--- src/trig_consts.vh ---
// constants for the trigger-event logic: offsets, fields, codes, widths
`ifndef TRIG_CONSTS_VH
`define TRIG_CONSTS_VH

// register byte offsets on the bus
`define OFS_LIMIT      8'h00
`define OFS_BASE       8'h04
`define OFS_WPTR       8'h08
`define OFS_COUNT      8'h0c
`define OFS_STATUS     8'h10
`define OFS_ATTR       8'h14

// widths
`define ADDR_W         16
`define OPID_W         8
`define CNT_W          32

// limit register fields
`define LIM_EN_BIT     0
`define LIM_MODE_LO    1
`define LIM_MODE_HI    2
`define LIM_ADDR_LO    16
`define LIM_ADDR_HI    31

// status register fields
`define ST_CODE_LO     0
`define ST_CODE_HI     5
`define ST_STOP_BIT    17
`define ST_TRIG_BIT    21
`define ST_IRQ_BIT     22
`define ST_CLASS_LO    26
`define ST_CLASS_HI    31

// attribution register fields
`define ATTR_VALID_BIT 8

// trigger modes
`define MODE_STOP      2'h0
`define MODE_IRQ       2'h1
`define MODE_IGNORE    2'h3

// values loaded on the stop-mode management event
`define CLASS_OTHER    6'h00
`define CODE_TRIGGER   6'h02

// reset values, and the counter decrement step
`define RST_WORD       32'h0000_0000
`define RST_ADDR       16'h0000
`define RST_OPID       8'h00
`define RST_CODE       6'h00
`define CNT_ONE        32'h0000_0001

`endif

--- src/trace_trigger_event_logic.v ---
// trigger-event logic of a trace buffer unit with a wishbone slave
`timescale 1ns/100ps
`default_nettype none
`include "trig_consts.vh"

module trace_trigger_event_logic
(
    input  wire               clk,
    input  wire               reset,
    input  wire               ce,
    // wishbone classic slave
    input  wire               wb_cyc_i,
    input  wire               wb_stb_i,
    input  wire               wb_we_i,
    input  wire [7:0]         wb_adr_i,
    input  wire [3:0]         wb_sel_i,
    input  wire [31:0]        wb_dat_i,
    output reg  [31:0]        wb_dat_o,
    output reg                wb_ack_o,
    // trace unit side
    input  wire               trig_det,
    input  wire               trig_tied,
    input  wire [`OPID_W-1:0] trig_op_id,
    input  wire               byte_valid,
    input  wire [`OPID_W-1:0] byte_op_id,
    output reg                byte_ready,
    output reg                flush_req,
    input  wire               flush_done,
    // event outputs
    output reg                trigger_event_pulse,
    output reg                mgmt_event_pulse,
    output reg                irq_flag,
    output reg                stopped_flag,
    output reg                attr_valid,
    output reg  [`OPID_W-1:0] attr_op_id
);

    // buffer_limit_register contents, then the base and write pointer registers
    reg                  enable_r;        // unit enabled
    reg  [1:0]           mode_r;          // trigger_mode_field
    reg  [`ADDR_W-1:0]   limit_addr_r;    // first address past buffer
    reg  [`ADDR_W-1:0]   base_addr_r;     // base pointer
    reg  [`ADDR_W-1:0]   wptr_r;          // current write pointer

    // buffer_status_register contents (flags have their own flops)
    reg                  trigger_seen_flag;
    reg  [5:0]           event_class_field;
    reg  [5:0]           buffer_status_code;

    // flush bookkeeping
    reg                  flush_busy_r;    // a requested flush is open
    reg                  flush_stop_r;    // that flush was asked in stop mode

    // bus decode
    wire                 bus_req;
    wire                 bus_wr;
    wire [31:0]          wmask;
    wire [31:0]          limit_word;
    wire [31:0]          status_word;
    wire [31:0]          attr_word;
    wire [31:0]          limit_nxt;
    wire [31:0]          base_nxt;
    wire [31:0]          wptr_nxt;
    wire [31:0]          count_nxt;
    wire [31:0]          status_nxt;

    // trace byte and counter
    wire                 byte_fire;
    wire [`CNT_W-1:0]    count;
    wire                 count_zero;
    wire                 count_one;
    wire                 count_load;
    wire                 count_dec;

    // event causes
    wire                 det_zero_cause;
    wire                 countdown_cause;
    wire                 event_fire;
    wire                 flush_wanted;
    wire                 flush_finish;

    // a request is live while cycle and strobe are both high
    assign bus_req = wb_cyc_i && wb_stb_i;

    // writes land on the edge where the master sees ack, not before
    assign bus_wr  = bus_req && wb_we_i && wb_ack_o;

    // byte lanes expanded to a bit mask
    genvar g;
    generate
        for (g = 0; g < 4; g = g + 1)
        begin : lane
            assign wmask[g*8+7:g*8] = {8{wb_sel_i[g]}};
        end
    endgenerate

    // register images as software sees them
    assign limit_word = {limit_addr_r, 13'h0000, mode_r, enable_r};
    assign status_word = {event_class_field, 3'h0, irq_flag,
                          trigger_seen_flag, 3'h0, stopped_flag,
                          11'h000, buffer_status_code};
    assign attr_word  = {23'h000000, attr_valid, attr_op_id};

    // merged write values, untouched lanes keep their contents
    assign limit_nxt  = (limit_word & ~wmask) | (wb_dat_i & wmask);
    assign base_nxt   = ({16'h0000, base_addr_r} & ~wmask)
                        | (wb_dat_i & wmask);
    assign wptr_nxt   = ({16'h0000, wptr_r} & ~wmask)
                        | (wb_dat_i & wmask);
    assign count_nxt  = (count & ~wmask) | (wb_dat_i & wmask);
    assign status_nxt = (status_word & ~wmask) | (wb_dat_i & wmask);

    // trace bytes are taken only while the ready flop is high
    assign byte_fire  = byte_valid && byte_ready;

    // software writes to the counter set the post-trigger length
    assign count_load = bus_wr && (wb_adr_i == `OFS_COUNT);

    // count down one per written byte once the trigger was seen
    assign count_dec  = byte_fire && trigger_seen_flag
                        && !count_zero;

    // trigger counter
    trig_counter u_counter
    (
        .clk      (clk),
        .reset    (reset),
        .ce       (ce),
        .load     (count_load),
        .load_val (count_nxt),
        .dec      (count_dec),
        .count_r  (count),
        .zero     (count_zero),
        .at_one   (count_one)
    );

    // trigger arriving with nothing left to count
    assign det_zero_cause  = trig_det && count_zero
                             && !trigger_seen_flag;

    // the byte that brings the counter from one to zero
    assign countdown_cause = count_dec && count_one;

    // one event at a time, and only while enabled
    assign event_fire = enable_r && !flush_busy_r
                        && (det_zero_cause || countdown_cause);

    // ignore mode and an already stopped unit never flush
    assign flush_wanted = event_fire && !stopped_flag
                          && (mode_r == `MODE_STOP
                              || mode_r == `MODE_IRQ);

    // the trace unit answers our open request; stray answers are dropped
    assign flush_finish = flush_busy_r && flush_done;

    // bus answer: ack one cycle after the request, dropped after one cycle
    always @(posedge clk)
    begin
        if (reset)
        begin
            wb_ack_o <= 1'b0;
            wb_dat_o <= `RST_WORD;
        end
        else if (ce)
        begin
            wb_ack_o <= bus_req && !wb_ack_o;
            // read data is latched with the ack; unmapped reads give zero
            case (wb_adr_i)
                `OFS_LIMIT:  wb_dat_o <= limit_word;
                `OFS_BASE:   wb_dat_o <= {16'h0000, base_addr_r};
                `OFS_WPTR:   wb_dat_o <= {16'h0000, wptr_r};
                `OFS_COUNT:  wb_dat_o <= count;
                `OFS_STATUS: wb_dat_o <= status_word;
                `OFS_ATTR:   wb_dat_o <= attr_word;
                default:     wb_dat_o <= `RST_WORD;
            endcase
        end
    end

    // limit and base registers, written by software only
    always @(posedge clk)
    begin
        if (reset)
        begin
            enable_r     <= 1'b0;
            mode_r       <= `MODE_STOP;
            limit_addr_r <= `RST_ADDR;
            base_addr_r  <= `RST_ADDR;
        end
        else if (ce && bus_wr)
        begin
            if (wb_adr_i == `OFS_LIMIT)
            begin
                enable_r     <= limit_nxt[`LIM_EN_BIT];
                mode_r       <= limit_nxt[`LIM_MODE_HI:`LIM_MODE_LO];
                limit_addr_r <= limit_nxt[`LIM_ADDR_HI:`LIM_ADDR_LO];
            end
            if (wb_adr_i == `OFS_BASE)
                base_addr_r  <= base_nxt[`ADDR_W-1:0];
        end
    end

    // write pointer: advances per accepted byte, wraps to base at limit;
    // once collection stops no byte is accepted, so it rests on the
    // byte after the last one written, or on base after a wrap
    always @(posedge clk)
    begin
        if (reset)
            wptr_r <= `RST_ADDR;
        else if (ce)
        begin
            if (byte_fire)
            begin
                if (wptr_r + 16'h0001 == limit_addr_r)
                    wptr_r <= base_addr_r;
                else
                    wptr_r <= wptr_r + 16'h0001;
            end
            else if (bus_wr && wb_adr_i == `OFS_WPTR)
                wptr_r <= wptr_nxt[`ADDR_W-1:0];
        end
    end

    // byte acceptance keeps running after the event until one cycle after the stop
    // flag lands; registered so the ready output is a clean flop
    always @(posedge clk)
    begin
        if (reset)
            byte_ready <= 1'b0;
        else if (ce)
            byte_ready <= enable_r && !stopped_flag;
    end

    // flush request: raised on the event, held until completion
    always @(posedge clk)
    begin
        if (reset)
        begin
            flush_busy_r <= 1'b0;
            flush_stop_r <= 1'b0;
            flush_req    <= 1'b0;
        end
        else if (ce)
        begin
            if (flush_wanted)
            begin
                flush_busy_r <= 1'b1;
                flush_req    <= 1'b1;
                flush_stop_r <= (mode_r == `MODE_STOP);
            end
            else if (flush_finish)
            begin
                flush_busy_r <= 1'b0;
                flush_req    <= 1'b0;
            end
        end
    end

    // single-cycle pulses toward the monitor and the management logic
    always @(posedge clk)
    begin
        if (reset)
        begin
            trigger_event_pulse <= 1'b0;
            mgmt_event_pulse    <= 1'b0;
        end
        else if (ce)
        begin
            // event_fire cannot repeat back to back, since a flush or the
            // seen flag blocks the next one, but the pulse is still one wide
            trigger_event_pulse <= event_fire;
            mgmt_event_pulse    <= flush_finish;
        end
    end

    // attribution of each event to the trace operation that caused it
    always @(posedge clk)
    begin
        if (reset)
        begin
            attr_valid <= 1'b0;
            attr_op_id <= `RST_OPID;
        end
        else if (ce && event_fire)
        begin
            if (countdown_cause)
            begin
                attr_valid <= 1'b1;
                attr_op_id <= byte_op_id;
            end
            else if (trig_tied)
            begin
                attr_valid <= 1'b1;
                attr_op_id <= trig_op_id;
            end
            else
            begin
                attr_valid <= 1'b0;
                attr_op_id <= `RST_OPID;
            end
        end
    end

    // status register: software write first, then hardware sets on top,
    // so an event in the clearing cycle is never lost
    always @(posedge clk)
    begin
        if (reset)
        begin
            trigger_seen_flag  <= 1'b0;
            irq_flag           <= 1'b0;
            stopped_flag       <= 1'b0;
            event_class_field  <= `CLASS_OTHER;
            buffer_status_code <= `RST_CODE;
        end
        else if (ce)
        begin
            if (bus_wr && wb_adr_i == `OFS_STATUS)
            begin
                trigger_seen_flag  <= status_nxt[`ST_TRIG_BIT];
                irq_flag           <= status_nxt[`ST_IRQ_BIT];
                stopped_flag       <= status_nxt[`ST_STOP_BIT];
                event_class_field  <= status_nxt[`ST_CLASS_HI:`ST_CLASS_LO];
                buffer_status_code <= status_nxt[`ST_CODE_HI:`ST_CODE_LO];
            end
            // any detected trigger while enabled marks the seen flag
            if (enable_r && trig_det)
                trigger_seen_flag <= 1'b1;
            // every completed flush raises the interrupt flag
            if (flush_finish)
                irq_flag <= 1'b1;
            // stop mode alone stops, and only if nothing stopped it first
            if (flush_finish && flush_stop_r && !stopped_flag)
            begin
                stopped_flag       <= 1'b1;
                event_class_field  <= `CLASS_OTHER;
                buffer_status_code <= `CODE_TRIGGER;
            end
        end
    end

endmodule // trace_trigger_event_logic

`default_nettype wire

--- src/trig_counter.v ---
// trigger counter: software load, decrement by one per byte, zero flag
`timescale 1ns/100ps
`default_nettype none
`include "trig_consts.vh"

module trig_counter
(
    input  wire              clk,
    input  wire              reset,
    input  wire              ce,
    input  wire              load,
    input  wire [`CNT_W-1:0] load_val,
    input  wire              dec,
    output reg  [`CNT_W-1:0] count_r,
    output wire              zero,
    output wire              at_one
);

    // a software load beats a decrement in the same cycle, so the
    // value that software wrote is never off by one
    always @(posedge clk)
    begin
        if (reset)
            count_r <= `RST_WORD;
        else if (ce)
        begin
            if (load)
                count_r <= load_val;
            else if (dec && !zero)
                count_r <= count_r - `CNT_ONE;
        end
    end

    assign zero   = (count_r == `RST_WORD);
    assign at_one = (count_r == `CNT_ONE);

endmodule // trig_counter

`default_nettype wire
--- config.mk ---
export PLATFORM = sky130hd
export DESIGN_NAME = trace_trigger_event_logic
export DESIGN_NICKNAME = d
export VERILOG_FILES = /design/src/trace_trigger_event_logic.v /design/src/trig_counter.v
export VERILOG_INCLUDE_DIRS = /design/src
export SDC_FILE = /design/constraint.sdc
export NUM_CORES = 1
export LEC_CHECK = 0
export ABC_AREA = 1
export ABC_CLOCK_PERIOD_IN_PS = 2550
export BUFFER_PORTS_ARGS = -buffer_cell sky130_fd_sc_hd__buf_2
export CAP_MARGIN = 20
export CORE_ASPECT_RATIO = 0.9
export CORE_MARGIN = 4
export CORE_UTILIZATION = 25
export DETAILED_ROUTE_END_ITERATION = 8
export GPL_ROUTABILITY_DRIVEN = 0
export PLACE_DENSITY_LB_ADDON = 0.15
export SKIP_CTS_REPAIR_TIMING = 1
export SLEW_MARGIN = 5
export SYNTH_ARGS = -nofsm -noshare
export SYNTH_HDL_FRONTEND = slang
export SYNTH_SLANG_ARGS = --single-unit
export TNS_END_PERCENT = 30
--- constraint.sdc ---
create_clock -name clk -period 2.55 [get_ports clk]
set_input_delay 0.255 -clock clk [delete_from_list [all_inputs] [get_ports clk]]
set_output_delay 0.255 -clock clk [all_outputs]
set_load 0.005 [all_outputs]
==> results of run 1 <==
[final timing paths]
path / start / to / slack (ns)
hold reg to reg: buffer_status_code[0] / buffer_status_code[0] / 0.46
setup reg to reg: flop / flop / 0.20
hold / removal: wb_dat_i[17] / flop / 0.07
setup / recovery: flop / flop / 0.20
[worst register-to-register path, stage by stage (launching register included)]
cell and delay, ns:
dfxtp_2 0.40, ha_1 0.20, nand2_1 0.11, nor2_4 0.19
nand3_1 0.12, nand3_1 0.10, nand2_1 0.06, nor2_1 0.09
nand2_1 0.08, nor2_4 0.29, nand3_4 0.20, nand2_1 0.11
nand3_1 0.06, nand2_1 0.07, a21oi_1 0.06
[layer usage]
layer | GRT usage, % | up-vias | share of wire [%]
met5 | 0 | - | 0
met4 | 4.67 | 0 | 1.5
met3 | 3.13 | 35 | 5.3
met2 | 29.5 | 316 | 45
met1 | 27.6 | 4469 | 48
li1 | - | 4626 | -
[logic make-up (layout without fill, tap and decap cells)]
kind of cell	count (synthesis)	in the layout	share of synthesized area [%]
simple gates	573	574	30.0
compound gates	351	351	23.2
buf+inv	213	350	9.98
flops	145	145	34.4
xor+xnor	18	18	1.87
fa+ha+maj	4	4	0.593
[cell type report]
| cell class | count | share of cell area (%) |
|---|---|---|
| inverter | 156 | 5.69 |
| multi-input combinational | 947 | 46.0 |
| tap | 422 | 5.13 |
| timing repair buffer | 162 | 9.17 |
| clock inverter | 13 | 1.50 |
| clock buffer | 19 | 4.21 |
| sequential | 145 | 28.3 |
[metrics by stage]
stage	hold WS, ns	instance area [um^2]	utilization (%)
after global placement	0.439	9640	29.1
final	0.0714	10300	31.1
after global routing	0.0661	10300	31.1
after floorplan	0.390	8450	-
after CTS	0.0632	10200	30.9
after detailed placement	0.449	9640	29.1
[cells in the mapped netlist, drive strengths merged (14+ instances only)]
cell type	n	area share, %
o21ai	116	7.0
inv	152	6.8
nor2	111	6.1
nand4	35	2.8
a21oi	161	9.9
buf	21	1.5
a31oi	15	1.1
xor2	17	1.8
dfxtp	145	34
nand3	90	5.5
clkbuf	36	1.6
a211oi	15	1.3
nor3	14	0.89
nand2	318	14
o22ai	20	1.6
[power by group]
part | total [uW] | switching [uW] | internal [uW]
Clock | 2620 | 1160 | 1460
Sequential | 2270 | 2.04 | 2270
Combinational | 251 | 177 | 74.4
Total | 5140 | 1340 | 3800
==> results.yml, run 1 <==
setup_path:
  start_kind: "flop"
  critical_path_depth: 14
  crit_top_cell: "nand2_1"
  critical_path_class: "reg2reg"
  slowest_stage: "dfxtp_2"
  cp_max_fo: 10
  crit_family: "simple AND/OR/NAND/NOR gates"
  slowest_delay_ns: 0.40
  required_ns: 2.83
  critical_path.cell_chain: "ha_1 -> nand2_1 -> nor2_4 -> nand3_1 -> nand3_1 -> nand2_1 -> nor2_1 -> nand2_1 -> nor2_4 -> nand3_4 -> nand2_1 -> nand3_1 -> nand2_1 -> a21oi_1"
  arrival_ns: 2.62
  reg2reg_depth: 14
  crit_buf_inv: 0
  worstSetupEndpointType: "flop"
layout:
  nets: 1503
  layout_commonest_cell: "nand2_1"
  drive_above_1_share_pct: 16.6
  layout_common_cells: "nand2_1 (311), a21oi_1 (158), inv_1 (146)"
  multi_input_area_um2: 4730
  regArea_um2: 2910
  n_antenna_cell: 0
  stdcell_count: 1864
  fillers: 3728
  area_delta_synth_final_pct: 21.7
sta:
  tightest_slew_ns: 0.998
  fin_crit_sh_pct: 92.0
  fmax_mhz: 426
  rsz0062_at_grt: "true"
  hold_viol: 0
  setup_violations: 0
  setup_ws_ns: 0.204
  fin_setup_tns_ns: 0
  maxSlewHeadroom_pct: 33.4
  period_minus_slack_ns: 2.35
  finClkSkew_ns: 0.0121
  report.final.slew_viol_count: 0
cts:
  clk_pin_slew_ns: 0.07
  root_buffer: "clkbuf_16"
  cts-buffers-inserted: 17
  cts_sinks: 145
  clock_latency_ns: 0.45
  htree_levels: 4
  tritoncts: "yes"
  clock_path_buffers: 2
synthesis:
  synth_edf_count: 0
  synth_seq_cells: 145
  async_flop_share_pct: 0
  synth_nets: 1378
  netlist_area_um2: 8450
  yosysSeqAreaShare_pct: 34.4
  synthFlopType: "dfxtp_1"
  yosysWarnings: 0
  synthCells: 1304
  synth.distinct_cells: 45
  synth_area_per_cell_um2: 6.48
pwr:
  p_per_area_nw_per_um2: 500
  p_leak_uw: 0.00418
  finalPower_uw: 5140
  ir_worst_vdd_v: 0.000464
global_routing:
  grt_pass1_vias: 8869
  grt_start_max_net_pins: 80
  overflow: 0
  grt_use_total_pct: 19.0
  grt_antenna_before_repair: 0
  grt_pass1_wl_um: 54200
run_status:
  outcome: "finished clean"
detailed_routing:
  via_per_inst: 5.07
  first_pass_iters: 6
  first_iter_violations: 844
  antenna_left: 0
  drc: 0
  wl_um: 35700
  num_vias: 9446
  wl_per_cell_um: 19.2
min_path:
  hold_path_class: "in2reg"
  hold_path_depth: 3
floorplanning:
  fp-row-count: 63
  die_w_um: 202
  io_pins: 118
  core_area_um2: 33100
  die-area_um2: 36800
  initial_utilization_pct: 25.5
  die_y_um: 182
placed_design:
  place_ws_ns: 0.0943
  post-dp-hpwl_um: 27400
  io_buffers: 117
  dp.cells: 1829
flow_run:
  maxCapViolations: 0
Power figures use the tool's default switching activity.
==> run 2: changes to the inputs <==
--- a/config.mk
+++ b/config.mk
@@ -7,7 +7,7 @@
 export NUM_CORES = 1
 export LEC_CHECK = 0
 export ABC_AREA = 1
-export ABC_CLOCK_PERIOD_IN_PS = 2550
+export ABC_CLOCK_PERIOD_IN_PS = 1900
 export BUFFER_PORTS_ARGS = -buffer_cell sky130_fd_sc_hd__buf_2
 export CAP_MARGIN = 20
 export CORE_ASPECT_RATIO = 0.9
==> constraint.sdc (replaced) <==
create_clock -name clk -period 1.9 [get_ports clk]
set_input_delay 0.19 -clock clk [delete_from_list [all_inputs] [get_ports clk]]
set_output_delay 0.19 -clock clk [all_outputs]
set_load 0.005 [all_outputs]
==> run 2 against run 1 <==
The flow now finishes with violations (negative setup slack); global-route usage is 1.2 points higher; sequential share of layout area shrank 4.6 points; first-iteration DRC count is 4.4% lower; clock skew down 0.0012 ns; count of clock-buffer cells in the layout stayed put; die area stayed put; design area up 21%; maximum frequency is 6.9% higher; non-clock buffer count rose by 207; hold slack worse by 0.054 ns; cell count rose by 11%.
==> results.yml, run 2 (synthesis results as in run 1) <==
global_routing:
  grt_pass1_vias: 9485
  grt_pass1_wl_um: 57200
  overflow: 0
  grt_antenna_before_repair: 0
  grt_start_max_net_pins: 80
  grt_use_total_pct: 20.2
layout:
  nets: 1710
  area_delta_synth_final_pct: 47.0
  n_antenna_cell: 0
  layout_commonest_cell: "nand2_1"
  layout_common_cells: "nand2_1 (286), buf_4 (225), a21oi_1 (150)"
  utilization_pct: 37.5
  drive_above_1_share_pct: 33.6
  final_area_um2: 12400
sta:
  setup_ws_ns: -0.295
  fmax_mhz: 456
  setup_violations: 30
  report.final.slew_viol_count: 0
  rsz0062_at_grt: "true"
  tightest_slew_ns: 0.728
  period_minus_slack_ns: 2.20
  hold_viol: 0
  finClkSkew_ns: 0.0109
  fin_crit_sh_pct: 116
  fin_setup_tns_ns: -4.51
  maxSlewHeadroom_pct: 51.5
setup_path:
  critical_path_class: "reg2reg"
  crit_top_cell: "nand2_1"
  start_kind: "flop"
  rrSetupSlack_ns: -0.30
  worstSetupEndpointType: "flop"
  reg2reg_depth: 13
  slowest_stage: "dfxtp_4"
  critical_path.cell_chain: "ha_4 -> or2_2 -> nand2_2 -> xor2_1 -> inv_1 -> nand4_1 -> nor2_4 -> buf_6 -> nand3_4 -> nand2_1 -> nand3_1 -> nand2_1 -> a21oi_1"
  cp_max_fo: 8
  arrival_ns: 2.51
  slowest_delay_ns: 0.37
  required_ns: 2.21
floorplanning:
  fp-row-count: 63
  initial_utilization_pct: 25.5
  die_w_um: 202
  die_y_um: 182
  core_area_um2: 33100
  die-area_um2: 36800
  io_pins: 118
cts:
  htree_levels: 4
  root_buffer: "clkbuf_16"
  clk_pin_slew_ns: 0.07
  tritoncts: "yes"
  clock_path_buffers: 2
  cts_sinks: 145
  cts-buffers-inserted: 17
  clock_latency_ns: 0.45
detailed_routing:
  num_vias: 10200
  via_per_inst: 4.94
  first_pass_iters: 5
  wl_per_cell_um: 18.8
  drc: 0
  antenna_left: 0
  wl_um: 38900
  first_iter_violations: 807
min_path:
  hold_path_class: "in2reg"
  hold_path.startpoint: "wb_stb_i"
placed_design:
  post-dp-hpwl_um: 29200
  io_buffers: 117
  place_ws_ns: -0.299
  dpl_cell_area_um2: 11100
flow_run:
  maxCapViolations: 0
pwr:
  p_per_area_nw_per_um2: 568
  ir_worst_vdd_v: 0.000638
  p_leak_uw: 0.00534
run_status:
  violations: "negative setup slack"
  outcome: "complete, but fails checks"
-- run 2: stage by stage --
step / cells / hold slack, ns / total power (uW)
6_report: 2071 / 0.0169 / 7060
5_1_grt: 2071 / 0.0129 / 7280
4_1_cts: 2049 / -0.0129 / 7130
3_5_place_dp: 2017 / 0.448 / 3460
3_3_place_gp: 2017 / 0.439 / 3460
2_1_floorplan: 1304 / 0.325 / 3250
-- run 2: power by group --
part	leakage, uW	internal [uW]	switching [uW]
combinational	0.00387	112	249
clock	0.000291	2100	1560
sequential	0.00118	3030	2.67
-- run 2: worst min-delay path by stage --
stage	to	slack (ns)	cells past startpoint
after floorplan	flop	0.32	2
after global placement	buffer_status_code[0]	0.44	2
after detailed placement	buffer_status_code[0]	0.45	2
after CTS	flop	-0.01	3
after global routing	attr_op_id[7]	0.01	3
final	wb_ack_o	0.02	3
-- run 2: area by class of cell --
type / count / area, um^2
fillers: 3658 / 20700
multi-input cells: 947 / 5090
flip-flops and latches: 145 / 2940
repair buffers: 369 / 2650
inverters: 156 / 596
well taps: 422 / 528
clock buffers: 19 / 433
clock inverters: 13 / 175
-- run 2: routing by layer --
layer | global-route usage (%) | up-vias | share of wire [%]
li1 | - | 5044 | -
met1 | 28.5 | 4787 | 47
met2 | 31.7 | 357 | 45
met3 | 4.05 | 44 | 6.8
met4 | 5.08 | 0 | 1.8
met5 | 0 | - | 0
-- run 2: worst max-delay path, delay by kind of cell (launching register included) --
| kind | cells | cell delay (ns) |
|---|---|---|
| and+or+nand+nor | 8 | 1.20 |
| DFF | 1 | 0.37 |
| buffers and inverters | 2 | 0.20 |
| adders and majority gates | 1 | 0.18 |
| xor gates and xnor gates | 1 | 0.07 |
| AOI/OAI and AO/OA | 1 | 0.06 |
